[config.mk]
export PLATFORM = sky130hd
export DESIGN_NAME = obc_config_loader
export DESIGN_NICKNAME = d
export VERILOG_FILES = /design/src/hw/obc_config_loader.v /design/src/hw/obc_release_timer.v
export VERILOG_INCLUDE_DIRS = /design/src /design/src/hw
export SDC_FILE = /design/constraint.sdc
export NUM_CORES = 1
export LEC_CHECK = 0
export ABC_AREA = 1
export BUFFER_PORTS_ARGS = -buffer_cell sky130_fd_sc_hd__buf_2
export CAP_MARGIN = 20
export CORE_MARGIN = 2
export CORE_UTILIZATION = 50
export DETAILED_ROUTE_END_ITERATION = 16
export GPL_TIMING_DRIVEN = 1
export PLACE_DENSITY = 0.85
export SLEW_MARGIN = 25
export SYNTH_ARGS = -nofsm -noshare
export SYNTH_HDL_FRONTEND = slang
export SYNTH_HIERARCHICAL = 1
export SYNTH_SLANG_ARGS = --single-unit
[constraint.sdc]
create_clock -name clk -period 2.4 [get_ports clk]
set_input_delay 0.24 -clock clk [delete_from_list [all_inputs] [get_ports clk]]
set_output_delay 0.24 -clock clk [all_outputs]
set_load 0.02 [all_outputs]
[src/hw/obc_defines.vh]
`ifndef OBC_DEFINES_VH
`define OBC_DEFINES_VH
// Option byte addresses (primary set and alternate set)
`define OBC_ADDR_OPT0      16'h0080
`define OBC_ADDR_OPT1      16'h0081
`define OBC_ADDR_OPT2      16'h0082
`define OBC_ADDR_OPT3      16'h0083
`define OBC_ADDR_OPT4      16'h0084
`define OBC_ADDR_ALT0      16'h1080
`define OBC_ADDR_ALT1      16'h1081
`define OBC_ADDR_ALT4      16'h1084
// Software register offsets
`define OBC_REG_OPT0       4'h0
`define OBC_REG_OPT1       4'h1
`define OBC_REG_OPT4       4'h2
`define OBC_REG_STATUS     4'h3
`define OBC_REG_CTRL       4'h4
`define OBC_REG_DELAY      4'h5
// Field positions in option byte 0
`define OBC_WDCS_LSB       1
`define OBC_WDCS_MSB       3
`define OBC_WIN_LSB        5
`define OBC_WIN_MSB        6
`define OBC_OSC_STOP_BIT   4
// Debug enable codes
`define OBC_DBG_ON_A       8'h02
`define OBC_DBG_ON_B       8'h03
// Reset values
`define OBC_RST_BYTE       8'h00
`define OBC_RST_DELAY      8'h10
// Loader timing: cycles per flash read
`define OBC_READ_CYC       2'h2
`endif

[src/hw/obc_config_loader.v]
// Overview of operation
// - Boot swap exchanges primary byte 0080H with alternate 1080H.
// - Detector start option fixed under self-programming with boot swap; default mode kept.
// - Boot swap reads alternate detector option 1081H in place of 0081H, except under self-programming.
// - Watchdog keeps counting during self-programming and emulation.
// - Stoppable low-speed oscillator: no watchdog clock in HALT/STOP.
// - Auxiliary 8-bit timer keeps its clock in HALT and STOP.
// - Reset mode may toggle reset; software sets release delay.
// - Interrupt mode may raise frequent requests near threshold.
// - No reset if voltage is below level when mode bit set.
`timescale 1ns/1ps
`include "obc_defines.vh"
module obc_config_loader (
  input  wire        clk,
  input  wire        reset_n,
  input  wire        boot_swap,
  input  wire        self_prog,
  input  wire        standby,
  input  wire        osc_halt_ctrl,
  input  wire        lowspeed_tick,
  input  wire        volt_below,
  output reg  [15:0] flash_addr_q,
  output reg         flash_rd_q,
  input  wire [7:0]  flash_rdata,
  input  wire [3:0]  addr,
  input  wire [7:0]  wdata,
  input  wire        wr,
  input  wire        rd,
  output reg  [7:0]  rdata_q,
  output reg         load_done_q,
  output reg  [2:0]  wdt_clock_sel_q,
  output reg  [1:0]  wdt_open_period_q,
  output reg         lowspeed_osc_stoppable_q,
  output reg         detector_start_option_q,
  output reg         debug_en_q,
  output reg         opt_illegal_q,
  output reg         wdt_clk_en_q,
  output reg         aux_timer_clk_en_q,
  output reg         detector_reset_q,
  output reg         detector_irq_q
);
  localparam [4:0] ST_RD0  = 5'b00001;
  localparam [4:0] ST_RD1  = 5'b00010;
  localparam [4:0] ST_RD4  = 5'b00100;
  localparam [4:0] ST_DONE = 5'b01000;
  localparam [4:0] ST_WAIT = 5'b10000;

  reg  [4:0]  state_q;
  reg  [1:0]  wait_q;
  reg  [7:0]  opt0_q;
  reg  [7:0]  opt1_q;
  reg  [7:0]  opt4_q;
  reg         swap_q;
  reg         selfp_q;
  reg  [7:0]  delay_q;
  reg         reset_mode_q;
  reg         armed_q;
  reg         below_m_q;
  reg         below_q;
  reg         below_d1_q;
  reg         hold_q;
  wire        rel_busy;

  // Address of a byte in the set chosen by the swap strap
  function [15:0] opt_addr;
    input [15:0] pri;
    input [15:0] alt;
    input        swp;
    begin
      opt_addr = swp ? alt : pri;
    end
  endfunction

  // Supply comparator output crosses in from the analog side
  always @(posedge clk) begin
    if (!reset_n) begin
      below_m_q <= 1'b0;
      below_q   <= 1'b0;
    end else begin
      below_m_q <= volt_below;
      below_q   <= below_m_q;
    end
  end

  // Loader: one pass after reset release, values then frozen
  always @(posedge clk) begin
    if (!reset_n) begin
      state_q      <= ST_RD0;
      wait_q       <= 2'h0;
      flash_addr_q <= 16'h0000;
      flash_rd_q   <= 1'b0;
      opt0_q       <= `OBC_RST_BYTE;
      opt1_q       <= `OBC_RST_BYTE;
      opt4_q       <= `OBC_RST_BYTE;
      swap_q       <= 1'b0;
      selfp_q      <= 1'b0;
      load_done_q  <= 1'b0;
    end else begin
      flash_rd_q <= 1'b0;
      case (state_q)
        ST_RD0: begin
          swap_q       <= boot_swap;
          selfp_q      <= self_prog;
          // Swapped set read from the alternate location
          flash_addr_q <= opt_addr(`OBC_ADDR_OPT0, `OBC_ADDR_ALT0,
                                   boot_swap);
          flash_rd_q   <= 1'b1;
          wait_q       <= `OBC_READ_CYC;
          state_q      <= ST_WAIT;
        end
        ST_WAIT: begin
          if (wait_q != 2'h0) begin
            wait_q <= wait_q - 2'h1;
          end else if (flash_addr_q[7:0] == 8'h80) begin
            opt0_q       <= flash_rdata;
            flash_addr_q <= opt_addr(`OBC_ADDR_OPT1, `OBC_ADDR_ALT1,
                                     swap_q);
            flash_rd_q   <= 1'b1;
            wait_q       <= `OBC_READ_CYC;
            state_q      <= ST_RD1;
          end else begin
            opt4_q  <= flash_rdata;
            state_q <= ST_DONE;
          end
        end
        ST_RD1: begin
          if (wait_q != 2'h0) begin
            wait_q <= wait_q - 2'h1;
          end else begin
            // Self-programming swap keeps the default clear mode
            opt1_q       <= (selfp_q && swap_q) ? `OBC_RST_BYTE
                                                : flash_rdata;
            flash_addr_q <= opt_addr(`OBC_ADDR_OPT4, `OBC_ADDR_ALT4,
                                     swap_q);
            flash_rd_q   <= 1'b1;
            wait_q       <= `OBC_READ_CYC;
            state_q      <= ST_RD4;
          end
        end
        ST_RD4: begin
          if (wait_q != 2'h0) begin
            wait_q <= wait_q - 2'h1;
          end else begin
            opt4_q  <= flash_rdata;
            state_q <= ST_DONE;
          end
        end
        ST_DONE: begin
          load_done_q <= 1'b1;
        end
        default: begin
          state_q <= ST_RD0;
        end
      endcase
    end
  end

  // Decoded settings, held from the frozen bytes
  always @(posedge clk) begin
    if (!reset_n) begin
      wdt_clock_sel_q          <= 3'h0;
      wdt_open_period_q        <= 2'h0;
      lowspeed_osc_stoppable_q <= 1'b0;
      detector_start_option_q  <= 1'b0;
      debug_en_q               <= 1'b0;
      opt_illegal_q            <= 1'b0;
    end else begin
      wdt_clock_sel_q          <= opt0_q[`OBC_WDCS_MSB:`OBC_WDCS_LSB];
      wdt_open_period_q        <= opt0_q[`OBC_WIN_MSB:`OBC_WIN_LSB];
      // Bit set means the oscillator cannot be stopped
      lowspeed_osc_stoppable_q <= ~opt0_q[`OBC_OSC_STOP_BIT];
      detector_start_option_q  <= opt1_q[0];
      debug_en_q  <= (opt4_q == `OBC_DBG_ON_A) ||
                     (opt4_q == `OBC_DBG_ON_B);
      // Flag the prohibited pair rather than alter it
      opt_illegal_q <= load_done_q &&
                       (opt0_q[`OBC_WDCS_MSB:`OBC_WDCS_LSB] == 3'h0) &&
                       (opt0_q[`OBC_WIN_MSB:`OBC_WIN_LSB] == 2'h0);
    end
  end

  // Count clock gating; self_prog does not stop the watchdog
  always @(posedge clk) begin
    if (!reset_n) begin
      wdt_clk_en_q       <= 1'b0;
      aux_timer_clk_en_q <= 1'b0;
    end else begin
      // Stoppable osc: gate in standby whatever halt ctrl says
      wdt_clk_en_q <= lowspeed_tick && load_done_q &&
                      !(lowspeed_osc_stoppable_q && standby) &&
                      !(osc_halt_ctrl && !standby &&
                        lowspeed_osc_stoppable_q);
      aux_timer_clk_en_q <= lowspeed_tick;
    end
  end

  // Software registers
  always @(posedge clk) begin
    if (!reset_n) begin
      delay_q      <= `OBC_RST_DELAY;
      reset_mode_q <= 1'b0;
      armed_q      <= 1'b0;
      rdata_q      <= 8'h00;
    end else begin
      // Arming checks level first: no reset if already low
      armed_q <= reset_mode_q && (armed_q || !below_q);
      if (wr && addr == `OBC_REG_CTRL) begin
        reset_mode_q <= wdata[0];
        armed_q      <= 1'b0;
      end
      if (wr && addr == `OBC_REG_DELAY) begin
        delay_q <= wdata;
      end
      rdata_q <= 8'h00;
      if (rd) begin
        case (addr)
          `OBC_REG_OPT0:   rdata_q <= opt0_q;
          `OBC_REG_OPT1:   rdata_q <= opt1_q;
          `OBC_REG_OPT4:   rdata_q <= opt4_q;
          `OBC_REG_STATUS: rdata_q <= {3'h0, opt_illegal_q, swap_q,
                                       debug_en_q, below_q, load_done_q};
          `OBC_REG_CTRL:   rdata_q <= {7'h00, reset_mode_q};
          `OBC_REG_DELAY:  rdata_q <= delay_q;
          default:         rdata_q <= 8'h00;
        endcase
      end
    end
  end

  // Release delay timer, restarted when the supply recovers
  // Only an armed detector starts it, so no late reset on a good supply
  obc_release_timer u_rel (
    .clk     (clk),
    .reset_n (reset_n),
    .start   (below_d1_q && !below_q && armed_q),
    .delay   (delay_q),
    .busy_q  (rel_busy)
  );

  // Detector outputs: reset may repeat, interrupt may chatter
  always @(posedge clk) begin
    if (!reset_n) begin
      below_d1_q       <= 1'b0;
      hold_q           <= 1'b0;
      detector_reset_q <= 1'b0;
      detector_irq_q   <= 1'b0;
    end else begin
      below_d1_q <= below_q;
      hold_q     <= armed_q && below_q;
      // Hold bridges the cycle before the timer shows busy, no glitch
      detector_reset_q <= (armed_q && below_q) || hold_q ||
                          (rel_busy && reset_mode_q);
      // One pulse per falling crossing, reported only while reset mode is clear
      detector_irq_q <= !reset_mode_q && below_q && !below_d1_q;
    end
  end
endmodule

[src/hw/obc_release_timer.v]
`timescale 1ns/1ps
`include "obc_defines.vh"
// Counts a software-set delay after the detector lets go of reset
module obc_release_timer (
  input  wire       clk,
  input  wire       reset_n,
  input  wire       start,
  input  wire [7:0] delay,
  output reg        busy_q
);
  reg [7:0] cnt_q;

  // Restart on every release, so a wobbling supply keeps it held
  always @(posedge clk) begin
    if (!reset_n) begin
      cnt_q  <= 8'h00;
      busy_q <= 1'b0;
    end else if (start) begin
      cnt_q  <= delay;
      busy_q <= 1'b1;
    end else if (busy_q) begin
      if (cnt_q == 8'h00) begin
        busy_q <= 1'b0;
      end else begin
        cnt_q <= cnt_q - 8'h01;
      end
    end
  end
endmodule

==> flow_metrics.env, run 1 <==
export IMPL_status="complete, no violations"
export IMPL_start_util=0.5079
export IMPL_grt_pass1_wl_um=13400
export IMPL_cts_tree="built"
export IMPL_startpoint_type="register"
export IMPL_path_class="register to register"
export IMPL_min_period_ns=1.643
export IMPL_avgSynthCellArea_um2=7.428
export IMPL_die_area_um2=7947
export IMPL_power_leakage_nw=1.831
export IMPL_setup_tns_ns=0
export IMPL_drcViolationCount=0
export IMPL_postSynth_asyncResetShare=0
export IMPL_synth_edff_count=0
export IMPL_synth_most_common_cell="dfxtp_1"
export IMPL_synth_area_um2=3625
export IMPL_num_io_pins=69
export IMPL_grt_max_degree=29
export IMPL_finalInstanceArea_um2=4124
export IMPL_ys_seq_area_frac=0.4584
export IMPL_layout_drive_gt1_share=0.1764
export IMPL_routed_via_count=3311
export IMPL_yosysWarnings=6
export IMPL_crit_arrival_ns=1.88
export IMPL_synth_top_family_by_area="simple AND/OR/NAND/NOR gates"
export IMPL_worstPathRequired_ns=2.64
export IMPL_yosys_area_share_simple=0.2437
export IMPL_ys_ff_latch=83
export IMPL_hpwl_um=6266
export IMPL_cts_resized=0
export IMPL_clk_latency_ns=0.34
export IMPL_clock_root_buffer="clkbuf_8"
export IMPL_clk_pin_slew_worst_paths_ns=0.08
export IMPL_rows=31
export IMPL_finalCritPeriodShare=0.6844
export IMPL_overflow=0
export IMPL_diodes=0
export IMPL_first_pass_iters=5
export IMPL_synthTopCellsByCount="83 x dfxtp_1, 78 x inv_1, 68 x nand2_1, 66 x nor2_1, 38 x a21oi_1"
export IMPL_cts_setup_buffers=0
export IMPL_die_h_um=89.15
export IMPL_synth_flop_cell="dfxtp_1"
export IMPL_dpl_cell_area_um2=3930
export IMPL_synth_cell_types=34
export IMPL_antenna_found_initial=0
export IMPL_numCtsBuffers=9
export IMPL_cp_max_fo=13
export IMPL_synthMuxAreaShare=0
export IMPL_setup_viol=0
export IMPL_core_area_um2=7137
export IMPL_io_buffers=56
export IMPL_wl_um=8267
export IMPL_cts_buffer_depth=2
export IMPL_fmax_ghz=0.6088
export IMPL_via_per_inst=5.102
export IMPL_cts_hold_buf=0
export IMPL_maxSlewHeadroom=0.6406
export IMPL_wl_per_cell_um=12.74
export IMPL_die_w_um=89.15
export IMPL_rsz0062_at_grt="false"
export IMPL_synth_cells=488
export IMPL_synthToLayoutAreaGrowth_pct=13.77
export IMPL_drv_slew=0
export IMPL_cts_num_sinks=83
export IMPL_powerDensity_nw_per_um2=788.3
export IMPL_ir_drop_v=0.0005521
export IMPL_cp_end_kind="register"
export IMPL_layout_nets=578
export IMPL_final_hold_viol_count=0
export IMPL_ant_nets=0
export IMPL_htree_levels=3
export IMPL_gp_congestion=0.9045
export IMPL_drt_initial_drc_count=171
export IMPL_drv_cap=0
export IMPL_clock_skew_ns=0.005689
export IMPL_yosysTopAreaCell="dfxtp_1"
export IMPL_synth_area_leaders="dfxtp_1 46%, inv_1 8.1%, nand2_1 7.0%"
export IMPL_synth_compound_area_frac=0.1595
export IMPL_worst_slew_pin_slew_ns=0.5385
export IMPL_synth_xor_area_frac=0.002416
export IMPL_hp_class="input pin to register"
export IMPL_synth_top_area_frac=0.4584
export IMPL_grt_usage=0.2186
export IMPL_synth_adder_area_share=0.01036
export IMPL_grt_pass1_vias=3027
area by class of cell:
cell class	count	area, um^2
tap	99	123.9
multi-input combinational	314	1553
timing repair buffer	58	295.3
clock inverter	5	52.55
clock buffer	11	141.4
inverter	79	296.5
fill	687	3013
sequential	83	1662
metrics by stage:
| stage | power, mW | worst slack (ns) | hold WS, ns | util | cells |
|---|---|---|---|---|---|
| finish | 3.251 | 0.7574 | 0.09269 | 0.5778 | 649 |
| detailed placement | 2.288 | 0.7866 | 0.4228 | 0.5507 | 633 |
| global route | 3.440 | 0.5662 | 0.09728 | 0.5778 | 649 |
| global placement | 2.260 | 0.8898 | 0.4176 | 0.5507 | 633 |
| floorplan | 2.130 | 1.094 | 0.3376 | - | 499 |
| CTS | 3.268 | 0.7728 | 0.08214 | 0.5778 | 649 |
flip-flops by register name, summed over array words and instances (netlist names), 2 cells and up:
signal,flops
wait_q,2
wdt_clock_sel_q,3
state_q,5
rdata_q,8
u_rel/cnt_q,8
opt4_q,8
flash_addr_q,4
opt1_q,8
wdt_open_period_q,2
delay_q,8
opt0_q,8
critical path, cell delays in order (launching register included):
cell and delay (ns):
dfxtp_1 0.41, inv_1 0.09, nand2_1 0.07, nor2_1 0.05, nand3_1 0.07, nand2_1 0.05
nand2_1 0.27, clkinv_1 0.30, nor2_1 0.17, nor2_1 0.06
power breakdown:
group          switching (mW)  total [mW]  internal [mW]  leakage, nW
sequential             0.0745        1.58           1.50        0.673
clock                   0.483       0.988          0.504       0.0991
combinational           0.471       0.687          0.216         1.06
total                    1.03        3.25           2.22         1.83
final timing paths:
check,startpoint,endpoint,slack (ns),cells after the start
hold / removal,volt_below,below_m_q$_SDFF_PN0_,0.09,3
setup / recovery,state_q[3]$_SDFFE_PN0P_,opt4_q[2]$_SDFFE_PN0P_,0.76,9
setup reg to reg,state_q[3]$_SDFFE_PN0P_,opt4_q[2]$_SDFFE_PN0P_,0.76,9
hold reg to reg,opt0_q[3]$_SDFFE_PN0P_,wdt_clock_sel_q[2]$_SDFF_PN0_,0.44,2
layout by cell type (no fill, tap or decap), types with 3 or more instances in the layout:
master    Yosys  final
o21ai_0      36     36
clkinv_2      0      3
nor2_4        3      3
conb_1        1     12
dfxtp_1      83     83
buf_2         4     56
a21oi_1      38     38
nor2_1       66     66
ha_1          3      3
o22ai_1      15     15
nand4_1       8      8
nand2_2       5      5
nor3_1        7      7
nor2_2        5      5
nand3_1      26     26
inv_1        78     78
nand2_1      68     68
clkbuf_8      0     10
a21oi_2       3      3
a211oi_1      6      6
logic make-up after synthesis:
| family | after synthesis |
|---|---|
| fa+ha+maj | 3 |
| other cells | 1 |
| simple gates | 196 |
| compound gates | 102 |
| buf+inv | 102 |
| flops | 83 |
| xor+xnor | 1 |
routing by layer:
layer  share of wire  GRT usage  routed length [um]
met5               0          0                   0
met4           0.019    0.09362                 157
met3           0.053    0.04801                 441
met2            0.49     0.3690                4077
met1            0.43     0.2689                3591
Note: power is estimated with default switching activity, not from simulation.
==> run 2: changes to the inputs <==
==> constraint.sdc (replaced) <==
create_clock -name clk -period 1.6 [get_ports clk]
set_input_delay 0.16 -clock clk [delete_from_list [all_inputs] [get_ports clk]]
set_output_delay 0.16 -clock clk [all_outputs]
set_load 0.02 [all_outputs]
==> flow_metrics.env, run 2 (synthesized netlist as in run 1, its figures left out) <==
export IMPL_wl_per_cell_um=12.68
export IMPL_grt_usage=0.2204
export IMPL_grt_pass1_vias=3031
export IMPL_cp_max_fo=4
export IMPL_die_h_um=89.15
export IMPL_worstPathRequired_ns=1.89
export IMPL_crit_arrival_ns=1.81
export IMPL_gp_congestion=0.9157
export IMPL_cts_tree="built"
export IMPL_clock_root_buffer="clkbuf_8"
export IMPL_clockPowerShare=0.343
export IMPL_powerDensity_nw_per_um2=1237
export IMPL_synthToLayoutAreaGrowth_pct=16.71
export IMPL_hp_class="input pin to register"
export IMPL_core_area_um2=7137
export IMPL_startpoint_type="register"
export IMPL_die_w_um=89.15
export IMPL_rows=31
export IMPL_setup_viol=0
export IMPL_min_period_ns=1.514
export IMPL_hold_depth=3
export IMPL_place_inst=639
export IMPL_cts_num_sinks=83
export IMPL_overflow=0
export IMPL_layout_drive_gt1_share=0.1835
export IMPL_drcViolationCount=0
export IMPL_clk_pin_slew_worst_paths_ns=0.08
export IMPL_routed_via_count=3309
export IMPL_layout_commonest_cell="dfxtp_1"
export IMPL_die_area_um2=7947
export IMPL_highest_layer="met4"
export IMPL_switching_share=0.2992
export IMPL_hpwl_um=6285
export IMPL_path_class="register to register"
export IMPL_fmax_ghz=0.6607
export IMPL_worst_slew_pin_slew_ns=0.6070
export IMPL_worst_hold_slack_ns=0.01576
export IMPL_final_setup_worst_slack_ns=0.08644
export IMPL_via_per_inst=5.052
export IMPL_htree_levels=3
export IMPL_power_leakage_nw=1.891
export IMPL_power_frac_seq=0.453
export IMPL_cts_setup_buffers=0
export IMPL_wl_um=8303
export IMPL_start_util=0.5079
export IMPL_final_hold_viol_count=0
export IMPL_wl_met1_um=3433
export IMPL_first_pass_iters=5
export IMPL_clk_latency_ns=0.35
export IMPL_whs_endpoint="aux_timer_clk_en_q$_SDFF_PN0_"
export IMPL_status="complete, no violations"
export IMPL_maxSlewHeadroom=0.5949
export IMPL_cts_buffer_depth=2
export IMPL_clock_skew_ns=0.01056
export IMPL_antenna_found_initial=0
export IMPL_grt_max_degree=27
export IMPL_drv_slew=0
export IMPL_setup_tns_ns=0
export IMPL_hp_start="lowspeed_tick"
export IMPL_mostFrequentLayoutCells="83 x dfxtp_1, 78 x inv_1, 68 x nand2_1"
export IMPL_rr_startpoint="wait_q[0]$_SDFFE_PN0P_"
export IMPL_drt_initial_drc_count=227
export IMPL_route_met3_wl_um=555
export IMPL_r2r_end="flash_addr_q[12]$_SDFFE_PN0P_"
export IMPL_numCtsBuffers=9
export IMPL_layoutNonFillerInstCount=655
export IMPL_r2r_cells=8
export IMPL_wl_met2_um=4151
export IMPL_layout_nets=585
export IMPL_io_buffers=56
export IMPL_ant_nets=0
export IMPL_ir_drop_v=0.0006965
export IMPL_finalCritPeriodShare=0.9460
export IMPL_intPower_mw=3.667
export IMPL_r2r_slack_ns=0.09
export IMPL_post_place_ws_ns=0.1349
export IMPL_drv_cap=0
export IMPL_num_io_pins=69
export IMPL_grt_pass1_wl_um=13450
export IMPL_pwr_share_comb=0.203
export IMPL_diodes=0
export IMPL_cp_startpoint="wait_q[0]$_SDFFE_PN0P_"
export IMPL_cp_end_kind="register"
export IMPL_netSwitchingPower_mw=1.565
export IMPL_rsz0062_at_grt="false"
run 2: changes by cell type in the layout (fill, tap and decap cells not counted), sizes merged:
cell,before,now
bufinv,1,3
clkinvlp,1,0
clkinv,4,2
dlygate4sd3,0,1
buf,58,64
run 2: metrics by stage:
stage,util,power [mW],area [um^2]
finish,0.5927,5.233,4230
global route,0.5927,5.503,4230
CTS,0.5920,5.233,4225
detailed placement,0.5570,3.459,3975
global placement,0.5570,3.409,3975
floorplan,-,3.194,3666
run 2: power groups by stage:
| stage | clock [mW] | combinational, mW | sequential [mW] |
|---|---|---|---|
| after floorplan | 0 | 0.740 | 2.45 |
| after global placement | 0 | 1.00 | 2.41 |
| after detailed placement | 0 | 1.04 | 2.42 |
| after CTS | 1.81 | 1.05 | 2.37 |
| after global routing | 1.92 | 1.19 | 2.39 |
| final | 1.80 | 1.06 | 2.37 |
run 2: final cells by class:
type | count | area, um^2
multi-input combinational | 314 | 1558
timing repair buffer | 65 | 350.3
clock inverter | 4 | 98.84
tap | 99 | 123.9
clock buffer | 11 | 141.4
inverter | 79 | 296.5
fill | 679 | 2907
sequential | 83 | 1662
run 2: worst max path at each step:
stage                                          to  depth (start not counted)  slack (ns)
global route        flash_addr_q[12]$_SDFFE_PN0P_                          7        0.02
global placement    flash_addr_q[12]$_SDFFE_PN0P_                          7        0.21
detailed placement  flash_addr_q[12]$_SDFFE_PN0P_                          7        0.13
finish              flash_addr_q[12]$_SDFFE_PN0P_                          8        0.09
CTS                 flash_addr_q[12]$_SDFFE_PN0P_                          7        0.15
floorplan           flash_addr_q[12]$_SDFFE_PN0P_                          7        0.29
run 2: repair_timing:
action                                 4_1_cts  5_1_grt
resized for setup                            0        1
setup endpoints to repair                    0        1
hold buffers                                 1        0
endpoints found under the hold margin        1        0
run 2: critical path, stage by stage, from the launching register on:
cell     delay (ns)
dfxtp_1        0.31
inv_1          0.09
ha_1           0.31
inv_1          0.13
nor3_1         0.27
nor2_2         0.09
inv_1          0.11
nor2_1         0.05
nor2_1         0.09
run 2: per-layer routing:
| layer | up-vias | track usage |
|---|---|---|
| met1 | 1501 | 0.2667 |
| met3 | 17 | 0.03878 |
| met5 | - | 0 |
| li1 | 1678 | - |
| met4 | 0 | 0.09634 |
| met2 | 113 | 0.3832 |
==> run 3: changes to the inputs <==
--- a/config.mk
+++ b/config.mk
@@ -14,6 +14,7 @@
 export DETAILED_ROUTE_END_ITERATION = 16
 export GPL_TIMING_DRIVEN = 1
 export PLACE_DENSITY = 0.85
+export RECOVER_POWER = 100
 export SLEW_MARGIN = 25
 export SYNTH_ARGS = -nofsm -noshare
 export SYNTH_HDL_FRONTEND = slang
==> constraint.sdc (replaced) <==
create_clock -name clk -period 1.6 [get_ports clk]
set_input_delay 0 -clock clk [delete_from_list [all_inputs] [get_ports clk]]
set_output_delay 0 -clock clk [all_outputs]
set_load 0.02 [all_outputs]
==> flow_metrics.env, run 3 (synthesized netlist as in run 1, its figures left out) <==
export IMPL_status="complete, no violations"
export IMPL_die_h_um=89.15
export IMPL_nFillCells=678
export IMPL_multi_input_area_um2=1533
export IMPL_numCtsBuffers=9
export IMPL_crit_top_cell="nand2_2"
export IMPL_ir_drop_v=0.0008803
export IMPL_gp_congestion=0.9235
export IMPL_drcViolationCount=0
export IMPL_hpwl_um=6114
export IMPL_final_hold_viol_count=0
export IMPL_rr_startpoint="u_rel/cnt_q[0]$_SDFFE_PN0P_"
export IMPL_routed_via_count=3437
export IMPL_startpoint_type="register"
export IMPL_drv_cap=0
export IMPL_max_stage_delay_ns=0.32
export IMPL_maxSlewHeadroom=0.6490
export IMPL_layout_nets=612
export IMPL_r2r_cells=8
export IMPL_post_place_ws_ns=0.1186
export IMPL_cp_end_kind="register"
export IMPL_wl_per_cell_um=12.60
export IMPL_diodes=0
export IMPL_total_power_mw=5.051
export IMPL_cts_num_sinks=83
export IMPL_grt_pass1_wl_um=14110
export IMPL_path_class="register to register"
export IMPL_fmax_ghz=0.6601
export IMPL_synthToLayoutAreaGrowth_pct=21.26
export IMPL_hp_class="input pin to register"
export IMPL_finalCritPeriodShare=0.9468
export IMPL_cts_tree="built"
export IMPL_die_area_um2=7947
export IMPL_num_io_pins=69
export IMPL_antenna_found_initial=0
export IMPL_worst_slew_pin_slew_ns=0.5259
export IMPL_clock_skew_ns=0.007952
export IMPL_wl_um=8569
export IMPL_hp_start="wr"
export IMPL_layoutNonFillerInstCount=680
export IMPL_via_per_inst=5.054
export IMPL_worst_hold_slack_ns=0.006461
export IMPL_grt_max_degree=33
export IMPL_grt_pass1_vias=3243
export IMPL_htree_levels=3
export IMPL_crit_arrival_ns=1.79
export IMPL_hold_depth=4
export IMPL_min_period_ns=1.515
export IMPL_rsz0062_at_grt="false"
export IMPL_power_leakage_nw=1.861
export IMPL_clock_root_buffer="clkbuf_8"
export IMPL_cts_buffer_depth=2
export IMPL_io_buffers=56
export IMPL_mostFrequentLayoutCells="83 x dfxtp_1, 78 x inv_1, 69 x nand2_1"
export IMPL_grt_usage=0.2305
export IMPL_place_inst=639
export IMPL_powerDensity_nw_per_um2=1149
export IMPL_r2r_end="u_rel/cnt_q[1]$_SDFFE_PN0P_"
export IMPL_layout_commonest_cell="dfxtp_1"
export IMPL_first_pass_iters=4
export IMPL_ant_nets=0
export IMPL_whs_endpoint="armed_q$_SDFF_PP0_"
export IMPL_overflow=0
export IMPL_clk_pin_slew_worst_paths_ns=0.08
export IMPL_core_area_um2=7137
export IMPL_drt_initial_drc_count=148
export IMPL_final_setup_worst_slack_ns=0.08513
export IMPL_drv_slew=0
export IMPL_rows=31
export IMPL_crit_chain="inv_1 -> ha_1 -> nand2_1 -> o21ai_2 -> nand2_4 -> nand2_2 -> nand2_2 -> a21oi_1"
export IMPL_r2r_slack_ns=0.09
export IMPL_setup_tns_ns=0
export IMPL_clk_latency_ns=0.35
export IMPL_start_util=0.5079
export IMPL_final_seq_area_um2=1662
export IMPL_layout_drive_gt1_share=0.1239
export IMPL_setup_viol=0
export IMPL_slowest_stage="dfxtp_1"
export IMPL_worstPathRequired_ns=1.88
export IMPL_cp_max_fo=6
export IMPL_die_w_um=89.15
[run 3: cell types whose count changed in the layout (fill, tap and decap cells not counted), sizes merged]
cell	previous run	this run
clkinvlp	0	1
clkinv	2	1
clkbuf	11	40
bufinv	3	2
buf	64	36
dlygate4sd3	1	26
[run 3: final cells by class]
class                           instances  share of cell area
Inverter                               79             0.06832
Multi-Input combinational cell        314              0.3487
Sequential cell                        83              0.3780
Clock buffer                           10             0.03131
Timing Repair Buffer                   92              0.1307
Tap cell                               99             0.02818
Clock inverter                          3             0.01480
[run 3: how the worst max path moves through the flow]
stage,startpoint,endpoint,slack [ns],depth (start not counted)
floorplan,wait_q[0]$_SDFFE_PN0P_,flash_addr_q[12]$_SDFFE_PN0P_,0.29,7
global placement,wait_q[0]$_SDFFE_PN0P_,flash_addr_q[12]$_SDFFE_PN0P_,0.21,7
detailed placement,state_q[2]$_SDFFE_PN0P_,opt0_q[5]$_SDFFE_PN0P_,0.12,6
CTS,state_q[2]$_SDFFE_PN0P_,opt0_q[5]$_SDFFE_PN0P_,0.11,6
global route,state_q[4]$_SDFFE_PN0P_,opt4_q[0]$_SDFFE_PN0P_,0.007,7
finish,u_rel/cnt_q[0]$_SDFFE_PN0P_,u_rel/cnt_q[1]$_SDFFE_PN0P_,0.09,8
[run 3: power by group]
part           total [mW]  internal (mW)  switching [mW]
Sequential           2.37           2.25           0.116
Clock                1.59          0.893           0.698
Combinational        1.09          0.369           0.722
[run 3: what timing repair did]
item | in CTS | in global routing
hold buffers | 26 | 0
gates resized for setup | 0 | 6
endpoints found under the setup margin | 0 | 12
hold endpoints to repair | 35 | 0
setup buffers | 0 | 2
[run 3: metal layers]
metal	routed length [um]	GRT usage
met1	3622	0.2745
met2	4273	0.4061
met3	517	0.04155
met4	156	0.09905
met5	0	0
[run 3: metrics by stage]
stage            util  instance area [um^2]
6_report       0.6159                  4395
5_1_grt        0.6159                  4395
3_3_place_gp   0.5570                  3975
3_5_place_dp   0.5570                  3975
2_1_floorplan       -                  3666
4_1_cts        0.6218                  4438
[run 3: critical path: cells and delay by family (launching register included)]
| kind | cells | cell delay (ns) |
|---|---|---|
| adder cells (fa/ha/maj) | 1 | 0.25 |
| buffers and inverters | 1 | 0.09 |
| AND/OR/NAND/NOR | 4 | 0.37 |
| flip-flops | 1 | 0.32 |
| AO/OA/AOI/OAI | 2 | 0.42 |
